--- src/sync_serial_map.svh ---
// Purpose: Offsets, field positions, reset values and counts of the port
// Assumes: Word-aligned 32-bit register bus, data in bits 7:0
// Notes: Definitions only
`ifndef SYNC_SERIAL_MAP_SVH
`define SYNC_SERIAL_MAP_SVH
// Register byte offsets
`define SS_OFF_TX_CTRL 6'h00
`define SS_OFF_RX_CTRL 6'h04
`define SS_OFF_RX_DATA 6'h08
`define SS_OFF_TX_BUF 6'h0C
`define SS_OFF_FLAGS 6'h10
`define SS_OFF_EV_STAT 6'h14
`define SS_OFF_EV_MASK 6'h18
`define SS_OFF_INT_CTRL 6'h1C
`define SS_OFF_IRQ_EN 6'h20
`define SS_OFF_ALT_PIN 6'h24
// Field positions
`define SS_CLK_SRC 7
`define SS_TX_EN 5
`define SS_SYNC 4
`define SS_TX_IDLE 1
`define SS_PORT_EN 7
`define SS_SINGLE_RX 5
`define SS_CONT_RX 4
`define SS_OVERRUN 1
`define SS_RX_FLAG 5
`define SS_TX_FLAG 4
`define SS_GLOBAL_EN 7
`define SS_PERIPH_EN 6
`define SS_CK_ALT 2
`define SS_DT_ALT 1
// Event status bits
`define SS_EV_RX 0
`define SS_EV_TX 1
`define SS_EV_OVR 2
// Reset values and counts
`define SS_RST_BYTE 8'h00
`define SS_RST_EV 3'h0
`define SS_LAST_BIT 3'h7
`define SS_ISR_VECTOR 12'h004
`endif

--- src/sync_serial_pkg.sv ---
// Purpose: Types shared by the serial port
// Assumes: Nothing
// Notes: Constants live in the map header
package sync_serial_pkg;
    typedef logic [7:0] byte_t;
    typedef enum logic [1:0] {mode_off, mode_receive,
        mode_transmit} port_mode_t;
endpackage

--- src/sync_slave_serial.sv ---
// Purpose: Synchronous slave serial port that keeps shifting in sleep
// Assumes: Master drives the shift clock; bits go LSB first, 8 per word
// Notes: Master and asynchronous modes are not built here
// Function
// - Only slave synchronous mode shifts during sleep; others stop.
// - Shift registers advance only on the master's clock pin edges.
// - Reading receive data pops it; flag clears when buffer empties.
// - In sleep a full received word sets the receive flag and, if its enable is set, wakes.
// - Wake resumes next instruction, or calls vector 004h if enabled.
// - Writing the transmit buffer clears the buffer-empty flag.
// - Word clocked out: buffered byte moves in, flag set, core wakes if both enables are set.
// - After the move the buffer takes another byte, clearing the flag.
// - Transmit wake needs both transmit and peripheral enables.
// - Clock and data pins relocate by alternate select; reset default.
// - Sync bit set, clock source clear, port enable set: slave active.
// - Two writes: first transmits at once, second stays buffered.
// - A complete word moves from receive shift into receive data.
`include "sync_serial_map.svh"
`timescale 1ns/1ns
`default_nettype none
module sync_slave_serial (
    input wire logic mclk_i,
    input wire logic rst_b_i,
    input wire logic [5:0] address_i,
    input wire logic read_i,
    input wire logic write_i,
    input wire logic [3:0] byteenable_i,
    input wire logic [31:0] writedata_i,
    output logic [31:0] readdata_o,
    output logic waitrequest_o,
    input wire logic sleep_i,
    output logic wake_o,
    output logic isr_call_o,
    output logic [11:0] isr_vector_o,
    output logic irq_o,
    input wire logic ck_a_i,
    input wire logic ck_b_i,
    input wire logic dt_a_i,
    output logic dt_a_o,
    output logic dt_a_oe_b_o,
    input wire logic dt_b_i,
    output logic dt_b_o,
    output logic dt_b_oe_b_o
);
    ////////////////////////////////////////////////////////////////////////
    // Pin synchronisers; the first stage feeds only the second
    logic [1:0] ck_s1, ck_s2, dt_s1, dt_s2;
    logic ck_prev, ck_sel;
    always_ff @(posedge mclk_i) begin
        if (!rst_b_i) begin
            ck_s1 <= 2'h0;
            ck_s2 <= 2'h0;
            dt_s1 <= 2'h0;
            dt_s2 <= 2'h0;
            ck_prev <= 1'b0;
        end else begin
            ck_s1 <= {ck_b_i, ck_a_i};
            ck_s2 <= ck_s1;
            dt_s1 <= {dt_b_i, dt_a_i};
            dt_s2 <= dt_s1;
            ck_prev <= ck_sel;
        end
    end

    ////////////////////////////////////////////////////////////////////////
    // State
    logic [7:0] tx_ctrl, rx_ctrl, int_ctrl, irq_en, alt_pin;
    logic overrun, next_overrun;
    logic [7:0] next_tx_ctrl, next_rx_ctrl, next_int_ctrl;
    logic [7:0] next_irq_en, next_alt_pin;
    sync_serial_pkg::byte_t rx_mem [2];
    sync_serial_pkg::byte_t next_rx_mem [2];
    logic rx_wr, next_rx_wr, rx_rd, next_rx_rd;
    logic [1:0] rx_cnt, next_rx_cnt;
    sync_serial_pkg::byte_t rx_shift, next_rx_shift;
    logic [2:0] rx_bits, next_rx_bits;
    sync_serial_pkg::byte_t tx_buf, next_tx_buf, transmit_shift_register, next_tsr;
    logic tx_full, next_tx_full, tsr_busy, next_tsr_busy;
    logic [2:0] tx_bits, next_tx_bits;
    logic [2:0] ev_stat, next_ev_stat, ev_mask, next_ev_mask;
    logic ack, next_ack, wake, next_wake, isr, next_isr;
    logic [31:0] rdata, next_rdata;
    // Decoded controls
    logic dt_sel, ck_rise, ck_fall, slave_run, take;
    logic receive_complete_flag, transmit_buffer_empty_flag, tx_move, rx_push, rx_pop, tx_wr;
    sync_serial_pkg::port_mode_t mode;
    // Alternate select picks the pin pair; zero after reset is the default
    assign ck_sel = alt_pin[`SS_CK_ALT] ? ck_s2[1] : ck_s2[0];
    assign dt_sel = alt_pin[`SS_DT_ALT] ? dt_s2[1] : dt_s2[0];
    assign ck_rise = ck_sel & ~ck_prev;
    assign ck_fall = ~ck_sel & ck_prev;
    // Slave mode needs no system-derived clock, so it alone runs in sleep
    assign slave_run = rx_ctrl[`SS_PORT_EN] & tx_ctrl[`SS_SYNC]
        & ~tx_ctrl[`SS_CLK_SRC];
    always_comb begin
        if (!slave_run)
            mode = sync_serial_pkg::mode_off;
        else if (rx_ctrl[`SS_CONT_RX] | rx_ctrl[`SS_SINGLE_RX])
            mode = sync_serial_pkg::mode_receive;
        else if (tx_ctrl[`SS_TX_EN])
            mode = sync_serial_pkg::mode_transmit;
        else
            mode = sync_serial_pkg::mode_off;
    end
    // Flags are levels of the buffers
    assign receive_complete_flag = rx_cnt != 2'h0;
    assign transmit_buffer_empty_flag = ~tx_full;
    assign take = (read_i | write_i) & ack;
    assign rx_pop = take & read_i & (address_i == `SS_OFF_RX_DATA)
        & receive_complete_flag;
    assign tx_wr = take & write_i & byteenable_i[0]
        & (address_i == `SS_OFF_TX_BUF);
    assign tx_move = (mode == sync_serial_pkg::mode_transmit) & ~tsr_busy
        & tx_full;
    assign rx_push = (mode == sync_serial_pkg::mode_receive) & ck_rise
        & (rx_bits == `SS_LAST_BIT) & (rx_cnt != 2'h2);

    ////////////////////////////////////////////////////////////////////////
    // Next-state logic for bus, shifters and flags
    always_comb begin
        next_tx_ctrl = tx_ctrl;
        next_rx_ctrl = rx_ctrl;
        next_int_ctrl = int_ctrl;
        next_irq_en = irq_en;
        next_alt_pin = alt_pin;
        next_overrun = overrun;
        next_rx_mem = rx_mem;
        next_rx_wr = rx_wr;
        next_rx_rd = rx_rd;
        next_rx_cnt = rx_cnt;
        next_rx_shift = rx_shift;
        next_rx_bits = rx_bits;
        next_tx_buf = tx_buf;
        next_tx_full = tx_full;
        next_tsr = transmit_shift_register;
        next_tsr_busy = tsr_busy;
        next_tx_bits = tx_bits;
        next_ev_mask = ev_mask;
        next_ev_stat = ev_stat;
        next_rdata = rdata;
        // One wait cycle, then the access completes
        next_ack = (read_i | write_i) & ~ack;
        if ((read_i | write_i) & ~ack) begin
            next_rdata = 32'h0000_0000;
            unique case (address_i)
                `SS_OFF_TX_CTRL: next_rdata[7:0] = {tx_ctrl[7:2],
                    ~tsr_busy, tx_ctrl[0]};
                `SS_OFF_RX_CTRL: next_rdata[7:0] = {rx_ctrl[7:2],
                    overrun, rx_ctrl[0]};
                `SS_OFF_RX_DATA: next_rdata[7:0] = rx_mem[rx_rd];
                `SS_OFF_FLAGS: begin
                    next_rdata[`SS_RX_FLAG] = receive_complete_flag;
                    next_rdata[`SS_TX_FLAG] = transmit_buffer_empty_flag;
                end
                `SS_OFF_EV_STAT: next_rdata[2:0] = ev_stat;
                `SS_OFF_EV_MASK: next_rdata[2:0] = ev_mask;
                `SS_OFF_INT_CTRL: next_rdata[7:0] = int_ctrl;
                `SS_OFF_IRQ_EN: next_rdata[7:0] = irq_en;
                `SS_OFF_ALT_PIN: next_rdata[7:0] = alt_pin;
                default: next_rdata = 32'h0000_0000;
            endcase
        end
        // Register writes; status bits are read-only positions
        if (take & write_i & byteenable_i[0]) begin
            unique case (address_i)
                `SS_OFF_TX_CTRL: next_tx_ctrl = writedata_i[7:0];
                `SS_OFF_RX_CTRL: next_rx_ctrl = writedata_i[7:0];
                `SS_OFF_EV_MASK: next_ev_mask = writedata_i[2:0];
                `SS_OFF_INT_CTRL: next_int_ctrl = writedata_i[7:0];
                `SS_OFF_IRQ_EN: next_irq_en = writedata_i[7:0];
                `SS_OFF_ALT_PIN: next_alt_pin = writedata_i[7:0];
                default: next_tx_ctrl = tx_ctrl;
            endcase
        end
        // Overrun clears when continuous receive or the port is disabled
        if (~next_rx_ctrl[`SS_CONT_RX] | ~next_rx_ctrl[`SS_PORT_EN])
            next_overrun = 1'b0;

        // Receive shifter samples the data pin on clock rising edges
        if (mode != sync_serial_pkg::mode_receive) begin
            next_rx_bits = 3'h0;
        end else if (ck_rise) begin
            next_rx_shift = {dt_sel, rx_shift[7:1]};
            next_rx_bits = rx_bits + 3'h1;
            if (rx_bits == `SS_LAST_BIT && rx_cnt == 2'h2)
                next_overrun = 1'b1;
        end
        // Receive buffer holds two words
        if (rx_push) begin
            next_rx_mem[rx_wr] = {dt_sel, rx_shift[7:1]};
            next_rx_wr = ~rx_wr;
        end
        if (rx_pop)
            next_rx_rd = ~rx_rd;
        next_rx_cnt = rx_cnt + {1'b0, rx_push} - {1'b0, rx_pop};

        // Transmit: a new bit goes out after each falling clock edge
        if (tsr_busy & ~slave_run) begin
            next_tsr_busy = 1'b0;
        end else if (tsr_busy & ck_fall) begin
            next_tsr = {1'b0, transmit_shift_register[7:1]};
            next_tx_bits = tx_bits + 3'h1;
            if (tx_bits == `SS_LAST_BIT)
                next_tsr_busy = 1'b0;
        end
        if (tx_move) begin
            next_tsr = tx_buf;
            next_tsr_busy = 1'b1;
            next_tx_bits = 3'h0;
            next_tx_full = 1'b0;
        end
        // A write is taken whenever the buffer is free
        if (tx_wr & ~tx_full) begin
            next_tx_buf = writedata_i[7:0];
            next_tx_full = 1'b1;
        end

        // Sticky events: a set in the clear cycle survives
        if (take & write_i & byteenable_i[0]
            & (address_i == `SS_OFF_EV_STAT))
            next_ev_stat = ev_stat & ~writedata_i[2:0];
        next_ev_stat[`SS_EV_RX] = next_ev_stat[`SS_EV_RX] | rx_push;
        next_ev_stat[`SS_EV_TX] = next_ev_stat[`SS_EV_TX] | tx_move;
        next_ev_stat[`SS_EV_OVR] = next_ev_stat[`SS_EV_OVR]
            | (~overrun & next_overrun);
        // Wake while asleep; transmit needs both enables
        next_wake = sleep_i & ((receive_complete_flag & irq_en[`SS_RX_FLAG])
            | (transmit_buffer_empty_flag & irq_en[`SS_TX_FLAG]
            & int_ctrl[`SS_PERIPH_EN]));
        next_isr = next_wake & int_ctrl[`SS_GLOBAL_EN];
    end
    // Registering of all state except the pin synchronisers
    always_ff @(posedge mclk_i) begin
        if (!rst_b_i) begin
            tx_ctrl <= `SS_RST_BYTE;
            rx_ctrl <= `SS_RST_BYTE;
            int_ctrl <= `SS_RST_BYTE;
            irq_en <= `SS_RST_BYTE;
            alt_pin <= `SS_RST_BYTE;
            overrun <= 1'b0;
            rx_mem[0] <= `SS_RST_BYTE;
            rx_mem[1] <= `SS_RST_BYTE;
            rx_wr <= 1'b0;
            rx_rd <= 1'b0;
            rx_cnt <= 2'h0;
            rx_shift <= `SS_RST_BYTE;
            rx_bits <= 3'h0;
            tx_buf <= `SS_RST_BYTE;
            tx_full <= 1'b0;
            transmit_shift_register <= `SS_RST_BYTE;
            tsr_busy <= 1'b0;
            tx_bits <= 3'h0;
            ev_stat <= `SS_RST_EV;
            ev_mask <= `SS_RST_EV;
            ack <= 1'b0;
            wake <= 1'b0;
            isr <= 1'b0;
            rdata <= 32'h0000_0000;
        end else begin
            tx_ctrl <= next_tx_ctrl;
            rx_ctrl <= next_rx_ctrl;
            int_ctrl <= next_int_ctrl;
            irq_en <= next_irq_en;
            alt_pin <= next_alt_pin;
            overrun <= next_overrun;
            rx_mem <= next_rx_mem;
            rx_wr <= next_rx_wr;
            rx_rd <= next_rx_rd;
            rx_cnt <= next_rx_cnt;
            rx_shift <= next_rx_shift;
            rx_bits <= next_rx_bits;
            tx_buf <= next_tx_buf;
            tx_full <= next_tx_full;
            transmit_shift_register <= next_tsr;
            tsr_busy <= next_tsr_busy;
            tx_bits <= next_tx_bits;
            ev_stat <= next_ev_stat;
            ev_mask <= next_ev_mask;
            ack <= next_ack;
            wake <= next_wake;
            isr <= next_isr;
            rdata <= next_rdata;
        end
    end

    ////////////////////////////////////////////////////////////////////////
    // Outputs; the data pin is driven only while a word is shifting
    assign readdata_o = rdata;
    assign waitrequest_o = (read_i | write_i) & ~ack;
    assign wake_o = wake;
    assign isr_call_o = isr;
    assign isr_vector_o = `SS_ISR_VECTOR;
    assign irq_o = |(ev_stat & ev_mask);
    assign dt_a_o = transmit_shift_register[0];
    assign dt_b_o = transmit_shift_register[0];
    assign dt_a_oe_b_o = ~(tsr_busy & ~alt_pin[`SS_DT_ALT]);
    assign dt_b_oe_b_o = ~(tsr_busy & alt_pin[`SS_DT_ALT]);
endmodule
`default_nettype wire

--- config.mk ---
export PLATFORM = sky130hd
export DESIGN_NAME = sync_slave_serial
export DESIGN_NICKNAME = d
export VERILOG_FILES = /design/src/sync_serial_pkg.sv /design/src/sync_slave_serial.sv
export VERILOG_INCLUDE_DIRS = /design/src
export SDC_FILE = /design/constraint.sdc
export NUM_CORES = 1
export LEC_CHECK = 0
export BUFFER_PORTS_ARGS = -buffer_cell sky130_fd_sc_hd__buf_2
export CAP_MARGIN = 20
export CELL_PAD_IN_SITES_DETAIL_PLACEMENT = 1
export CELL_PAD_IN_SITES_GLOBAL_PLACEMENT = 1
export CORE_MARGIN = 2
export CORE_UTILIZATION = 34
export DETAILED_ROUTE_END_ITERATION = 10
export PLACE_DENSITY = 0.76
export SLEW_MARGIN = 20
export SYNTH_ARGS = -nofsm -noshare
export SYNTH_HDL_FRONTEND = slang
export SYNTH_SLANG_ARGS = --single-unit
--- constraint.sdc ---
create_clock -name mclk_i -period 2.5 [get_ports mclk_i]
set_clock_uncertainty 0.1 [all_clocks]
set_input_delay 0.125 -clock mclk_i [delete_from_list [all_inputs] [get_ports mclk_i]]
set_output_delay 0.125 -clock mclk_i [all_outputs]
set_load 0.01 [all_outputs]
# ---- Word-level counts from Yosys, hierarchy flattened
# Index checks and enable logic that the tools add are counted.
# W data, S select, Z words.
dict set report word_totals {
  inputBits 51
  regBits 119
  elab_cells 165
  out_inout_bits 52
}
dict set report classes {
  eq_ne 17
  bitwise 59
  reduce_logical 21
  magnitude_cmp 3
  n_addsub 4
  n_mux 31
}
# operator n
set ops {}
lappend ops {{$mux W8} 9}
lappend ops {{$and A1 B1 Y1} 29}
lappend ops {{$eq A6 B5 Y1 const B} 4}
lappend ops {{$pmux W3 S8} 1}
lappend ops {{$reduce_and A2 Y1} 10}
lappend ops {{$not A1 Y1} 18}
lappend ops {{$bwmux W16} 1}
lappend ops {{$pmux W2 S7} 1}
lappend ops {{$eq A6 B4 Y1 const B} 2}
lappend ops {{$eq A6 B6 Y1 const B} 2}
lappend ops {{$mux W1} 12}
lappend ops {{$pmux W2 S6} 1}
lappend ops {{$demux W8 S1} 1}
lappend ops {{$or A1 B1 Y1} 7}
lappend ops {{$add A3 B1 Y3 const B} 2}
lappend ops {{$and A3 B3 Y3} 2}
lappend ops {{$eq A3 B3 Y1 const B} 2}
lappend ops {{$eq A6 B3 Y1 const B} 1}
lappend ops {{$logic_not A6 Y1} 1}
lappend ops {{$mux W2} 3}
lappend ops {{$pmux W1 S6} 1}
lappend ops {{$reduce_bool A2 Y1} 3}
lappend ops {{$reduce_bool A3 Y1} 2}
lappend ops {{$eq A2 B2 Y1 const B} 2}
lappend ops {{other kinds (13)} 18}

# ---- Longest topological paths before layout
dict set report logic_depth {
  word_depth 13
  mapped_depth 11
  depth_no_buf 10
}

# ---- Least setup slack after synthesis
# Ideal clock, no wire load.
dict set report synth_path {
  path_type {register -> register}
  startpoint {register alt_pin[2]}
  endpoint {register rx_cnt[1]}
  stages_incl_launch_ff 12
  synth_period_minus_slack_ps 2317
  t_required_ps 2272
  path_slack_ps 183
  n_path_buf 1
  t_arrival_ps 2090
  setup_time_ps 128
  path_cell_list {dfxtp_1 -> mux2i_1 -> nor4_1 -> buf_4 -> and3_2 -> inv_1 -> ha_1 -> inv_1 -> ha_1 -> xor2_1 -> xnor2_1 -> nor2_1}
}
dict set report synth_between {
  elab_chain_cells 7
}
# item line
set synth_rtl {}
lappend synth_rtl {{start, declared} sync_slave_serial.sv:67} ;# logic [7:0] tx_ctrl, rx_ctrl, int_ctrl, irq_en, alt_pin;
lappend synth_rtl {{start signal, assigned} sync_slave_serial.sv:239} ;# alt_pin <= `SS_RST_BYTE;
lappend synth_rtl {{start signal, assigned} sync_slave_serial.sv:264} ;# alt_pin <= next_alt_pin;
lappend synth_rtl {{$mux W1} sync_slave_serial.sv:88} ;# assign ck_sel = alt_pin[`SS_CK_ALT] ? ck_s2[1] : ck_s2[0];
lappend synth_rtl {{$and A1 B1 Y1} sync_slave_serial.sv:90} ;# assign ck_rise = ck_sel & ~ck_prev;
lappend synth_rtl {{$and A1 B1 Y1 (3 in a row)} sync_slave_serial.sv:115} ;# assign rx_push = (mode == sync_serial_pkg::mode_receive) & ck_rise
lappend synth_rtl {{$add A2 B1 Y2} sync_slave_serial.sv:195} ;# next_rx_cnt = rx_cnt + {1'b0, rx_push} - {1'b0, rx_pop};
lappend synth_rtl {{$sub A2 B1 Y2} sync_slave_serial.sv:195}
lappend synth_rtl {{end signal, assigned} sync_slave_serial.sv:269} ;# rx_cnt <= next_rx_cnt;
lappend synth_rtl {{end, declared} sync_slave_serial.sv:74} ;# logic [1:0] rx_cnt, next_rx_cnt;
# No other way between the ends.
# A chain may end at the register's enable or synchronous reset.

# ---- Final worst setup path
# Same ends and word-level chain as after synthesis.

==> impl_metrics.toml <==
[outcome]
status = "finished, final reports clean"

[routing]
met1_length_um = 6415
drc_errors = 0
dr.max_layer_used = "met4"
wl_per_cell_um = 18.03
dr.pass1.iters = 4
wl_met3_um = 787
drt-initial-drc-count = 325
viasPerCell = 5.252
route.met2.wl_um = 7665
num_vias = 4412
drt_wl_total_um = 15150
ant_nets = 0

[clock_network]
post_cts_buffers = 0
htreeDepth = 4
cts_max_path_buffers = 2
insertion_delay_ps = 430
clk_pin_slew_ps = 50
numCtsBuffers = 17
cts_tree = "built"
clkSinkCount = 116
ctsRootBufferMaster = "clkbuf_16"

[global_route]
grt_pass1_wl_um = 24540
first_global_vias = 4606
antenna_found_initial = 0
grt.total_usage_pct = 19.37
grt_max_degree = 54
overflow = 0

[floorplan]
die_h_um = 128.7
core-area_mm2 = 0.01520
die_w_um = 128.7
io_pins = 103
num_rows = 45
start_util_pct = 34.79
die-area_mm2 = 0.01657

[power_and_ir_drop]
powerDensity_mw_per_mm2 = 723.8
p_leak_nw = 2.421
max-vdd-ir-drop_v = 0.0004372

[layout]
fillerInstances = 1749
nets = 697
drive_above_1_share_pct = 17.33
syn2layout_area_growth_pct = 18.36
fin_area_mm2 = 0.006260
diodes = 0

[logic_synthesis]
avgSynthCellArea_um2 = 8.889
synth_flop_cell = "dfxtp_1"
synth.distinct_cells = 59
synth_edf_count = 0
synth_cells = 595
yosysTopAreaCell = "dfxtp_1"
synth_seq_cells = 116
synth_top_area_share_pct = 43.91
yosysWarnings = 0
synthesis.area_mm2 = 0.005289
ys_async_sr_fraction_pct = 0
seq_area_frac_synth_pct = 43.91
ys_top_cells_by_area = "dfxtp_1 44%, mux2i_1 8.1%, buf_4 5.7%"

[min_path]
min_path_type = "in -> reg"
holdPathEnd = "readdata_o[5]$_SDFFE_PN0P_"
hold_path_startpoint = "address_i[0]"
whs_path_depth = 4

[place]
place_hpwl_um = 10780
dpl-instance-area_mm2 = 0.005534
port_buffers = 39
finalWeightedCongestion = 0.8543

[critical_path]
crit_path_end_kind = "register"
cp.arrival_ps = 2530
worstReg2RegStart = "alt_pin[2]$_SDFFE_PN0P_"
r2r-end = "rx_cnt[1]$_SDFF_PN0_"
cp_max_fo = 3
reg2reg_slack_ps = 160
start_kind = "register"
r2r_cells = 10
required_ps = 2690
crit_type = "reg -> reg"

[timing]
rsz0062_at_grt = "no"
fin_crit_sh_pct = 93.74
finalSetupViolCount = 0
clock.fmax_mhz = 426.7
period_needed_ps = 2344
fin_tns_setup_ps = 0
max_slew_margin_pct = 40.38
finalMaxSlewViolations = 0
timing.hold.ws_ps = 85.56
final_hold_viol_count = 0
tightest_slew_ps = 892.4

[run]
maxCapViolations = 0
## registers in the layout, summed over array words and instances, names as in the netlist, 2 cells and up
| signal | cells |
|---|---|
| alt_pin | 8 |
| ck_s1 | 2 |
| ck_s2 | 2 |
| dt_s1 | 2 |
| dt_s2 | 2 |
| ev_mask | 3 |
| ev_stat | 3 |
| int_ctrl | 8 |
| irq_en | 8 |
| readdata_o | 8 |
| rx_bits | 3 |
| rx_cnt | 2 |
| rx_ctrl | 7 |
| rx_mem | 16 |
| rx_shift | 7 |
| transmit_shift_register | 8 |
| tx_bits | 3 |
| tx_buf | 8 |
| tx_ctrl | 7 |
## cell families after synthesis
logic type	Yosys count	share of synthesized area, %
compound gates	121	14.48
xor+xnor	5	0.8280
fa+ha+maj	6	1.419
buf+inv	84	9.179
flops	116	43.91
mux	54	10.48
other cells	2	0.1420
simple gates	207	19.56
## synth_stat cells, types with 4 or more instances
cell	count
clkbuf_1	26
a32oi_1	4
mux2_2	11
inv_1	7
mux2i_1	43
and2_1	15
nand3_1	45
a22oi_1	4
nor2_1	40
a21oi_1	55
nand2_1	70
nor4_1	5
buf_4	40
and3_1	5
buf_2	9
o21ai_0	25
a221oi_1	6
ha_1	6
dfxtp_1	116
xnor2_1	4
## worst max-delay path by stage
stage / start / to / slack [ps]
after detailed placement: alt_pin[2]$_SDFFE_PN0P_ / rx_cnt[1]$_SDFF_PN0_ / 170
final: alt_pin[2]$_SDFFE_PN0P_ / rx_cnt[1]$_SDFF_PN0_ / 160
after CTS: alt_pin[2]$_SDFFE_PN0P_ / rx_cnt[1]$_SDFF_PN0_ / 170
after floorplan: alt_pin[2]$_SDFFE_PN0P_ / rx_cnt[1]$_SDFF_PN0_ / 180
after global routing: alt_pin[2]$_SDFFE_PN0P_ / rx_cnt[1]$_SDFF_PN0_ / 10
after global placement: alt_pin[2]$_SDFFE_PN0P_ / rx_cnt[1]$_SDFF_PN0_ / 240
## layout by cell type, fill, tap and decap left out, types with 11 or more instances in the layout
cell type	Yosys	final
a21oi_1	55	55
nand3_1	45	45
mux2_2	11	11
dfxtp_1	116	116
mux2i_1	43	43
o21ai_0	25	25
and2_1	15	15
nor2_1	40	40
buf_2	9	39
dlygate4sd3_1	0	13
nand2_1	70	70
clkbuf_16	0	17
conb_1	2	36
buf_4	40	16
## power breakdown
group	leakage [nW]	internal, mW	switching (mW)
combinational	1.19	0.0653	0.151
sequential	0.936	1.86	0.00549
clock	0.292	1.60	0.845
## area by class of cell
type	instances	area [µm²]	area share, %
multi-input cells	429	2619	41.83
flip-flops and latches	116	2322	37.10
well taps	188	235.2	3.758
inverters	7	26.28	0.4197
clock buffers	21	460.4	7.356
repair buffers	69	465.4	7.436
clock inverters	10	131.4	2.099
## worst max-delay path, cell delays in order (launching register included)
cell	delay, ps
dfxtp_1	400
mux2i_1	180
nor4_2	340
and3_4	270
inv_1	60
ha_1	290
inv_1	60
ha_1	150
xor2_1	170
xnor2_1	130
nor2_1	50
## stage by stage
step | instances | total power [mW] | utilization (%) | setup WS (ps)
2_1_floorplan | 629 | 2.064 | - | 182.8
6_report | 840 | 4.531 | 41.18 | 156.4
5_1_grt | 840 | 4.673 | 41.18 | 13.32
4_1_cts | 840 | 4.570 | 41.15 | 166.9
3_3_place_gp | 796 | 2.097 | 36.40 | 244.7
3_5_place_dp | 796 | 2.104 | 36.40 | 172.6
## metal layers
layer / global-route usage, % / up-vias
met1: 23.84 / 2180
li1: - / 2109
met4: 8.440 / 0
met2: 32.96 / 103
met3: 3.825 / 20
met5: 0 / -
## what timing repair did
action,CTS,global route
gates resized for setup,0,1
endpoints found under the setup margin,0,1
hold buffers,13,0
hold endpoints to repair,39,0
Note: power is estimated with default switching activity, not from simulation.
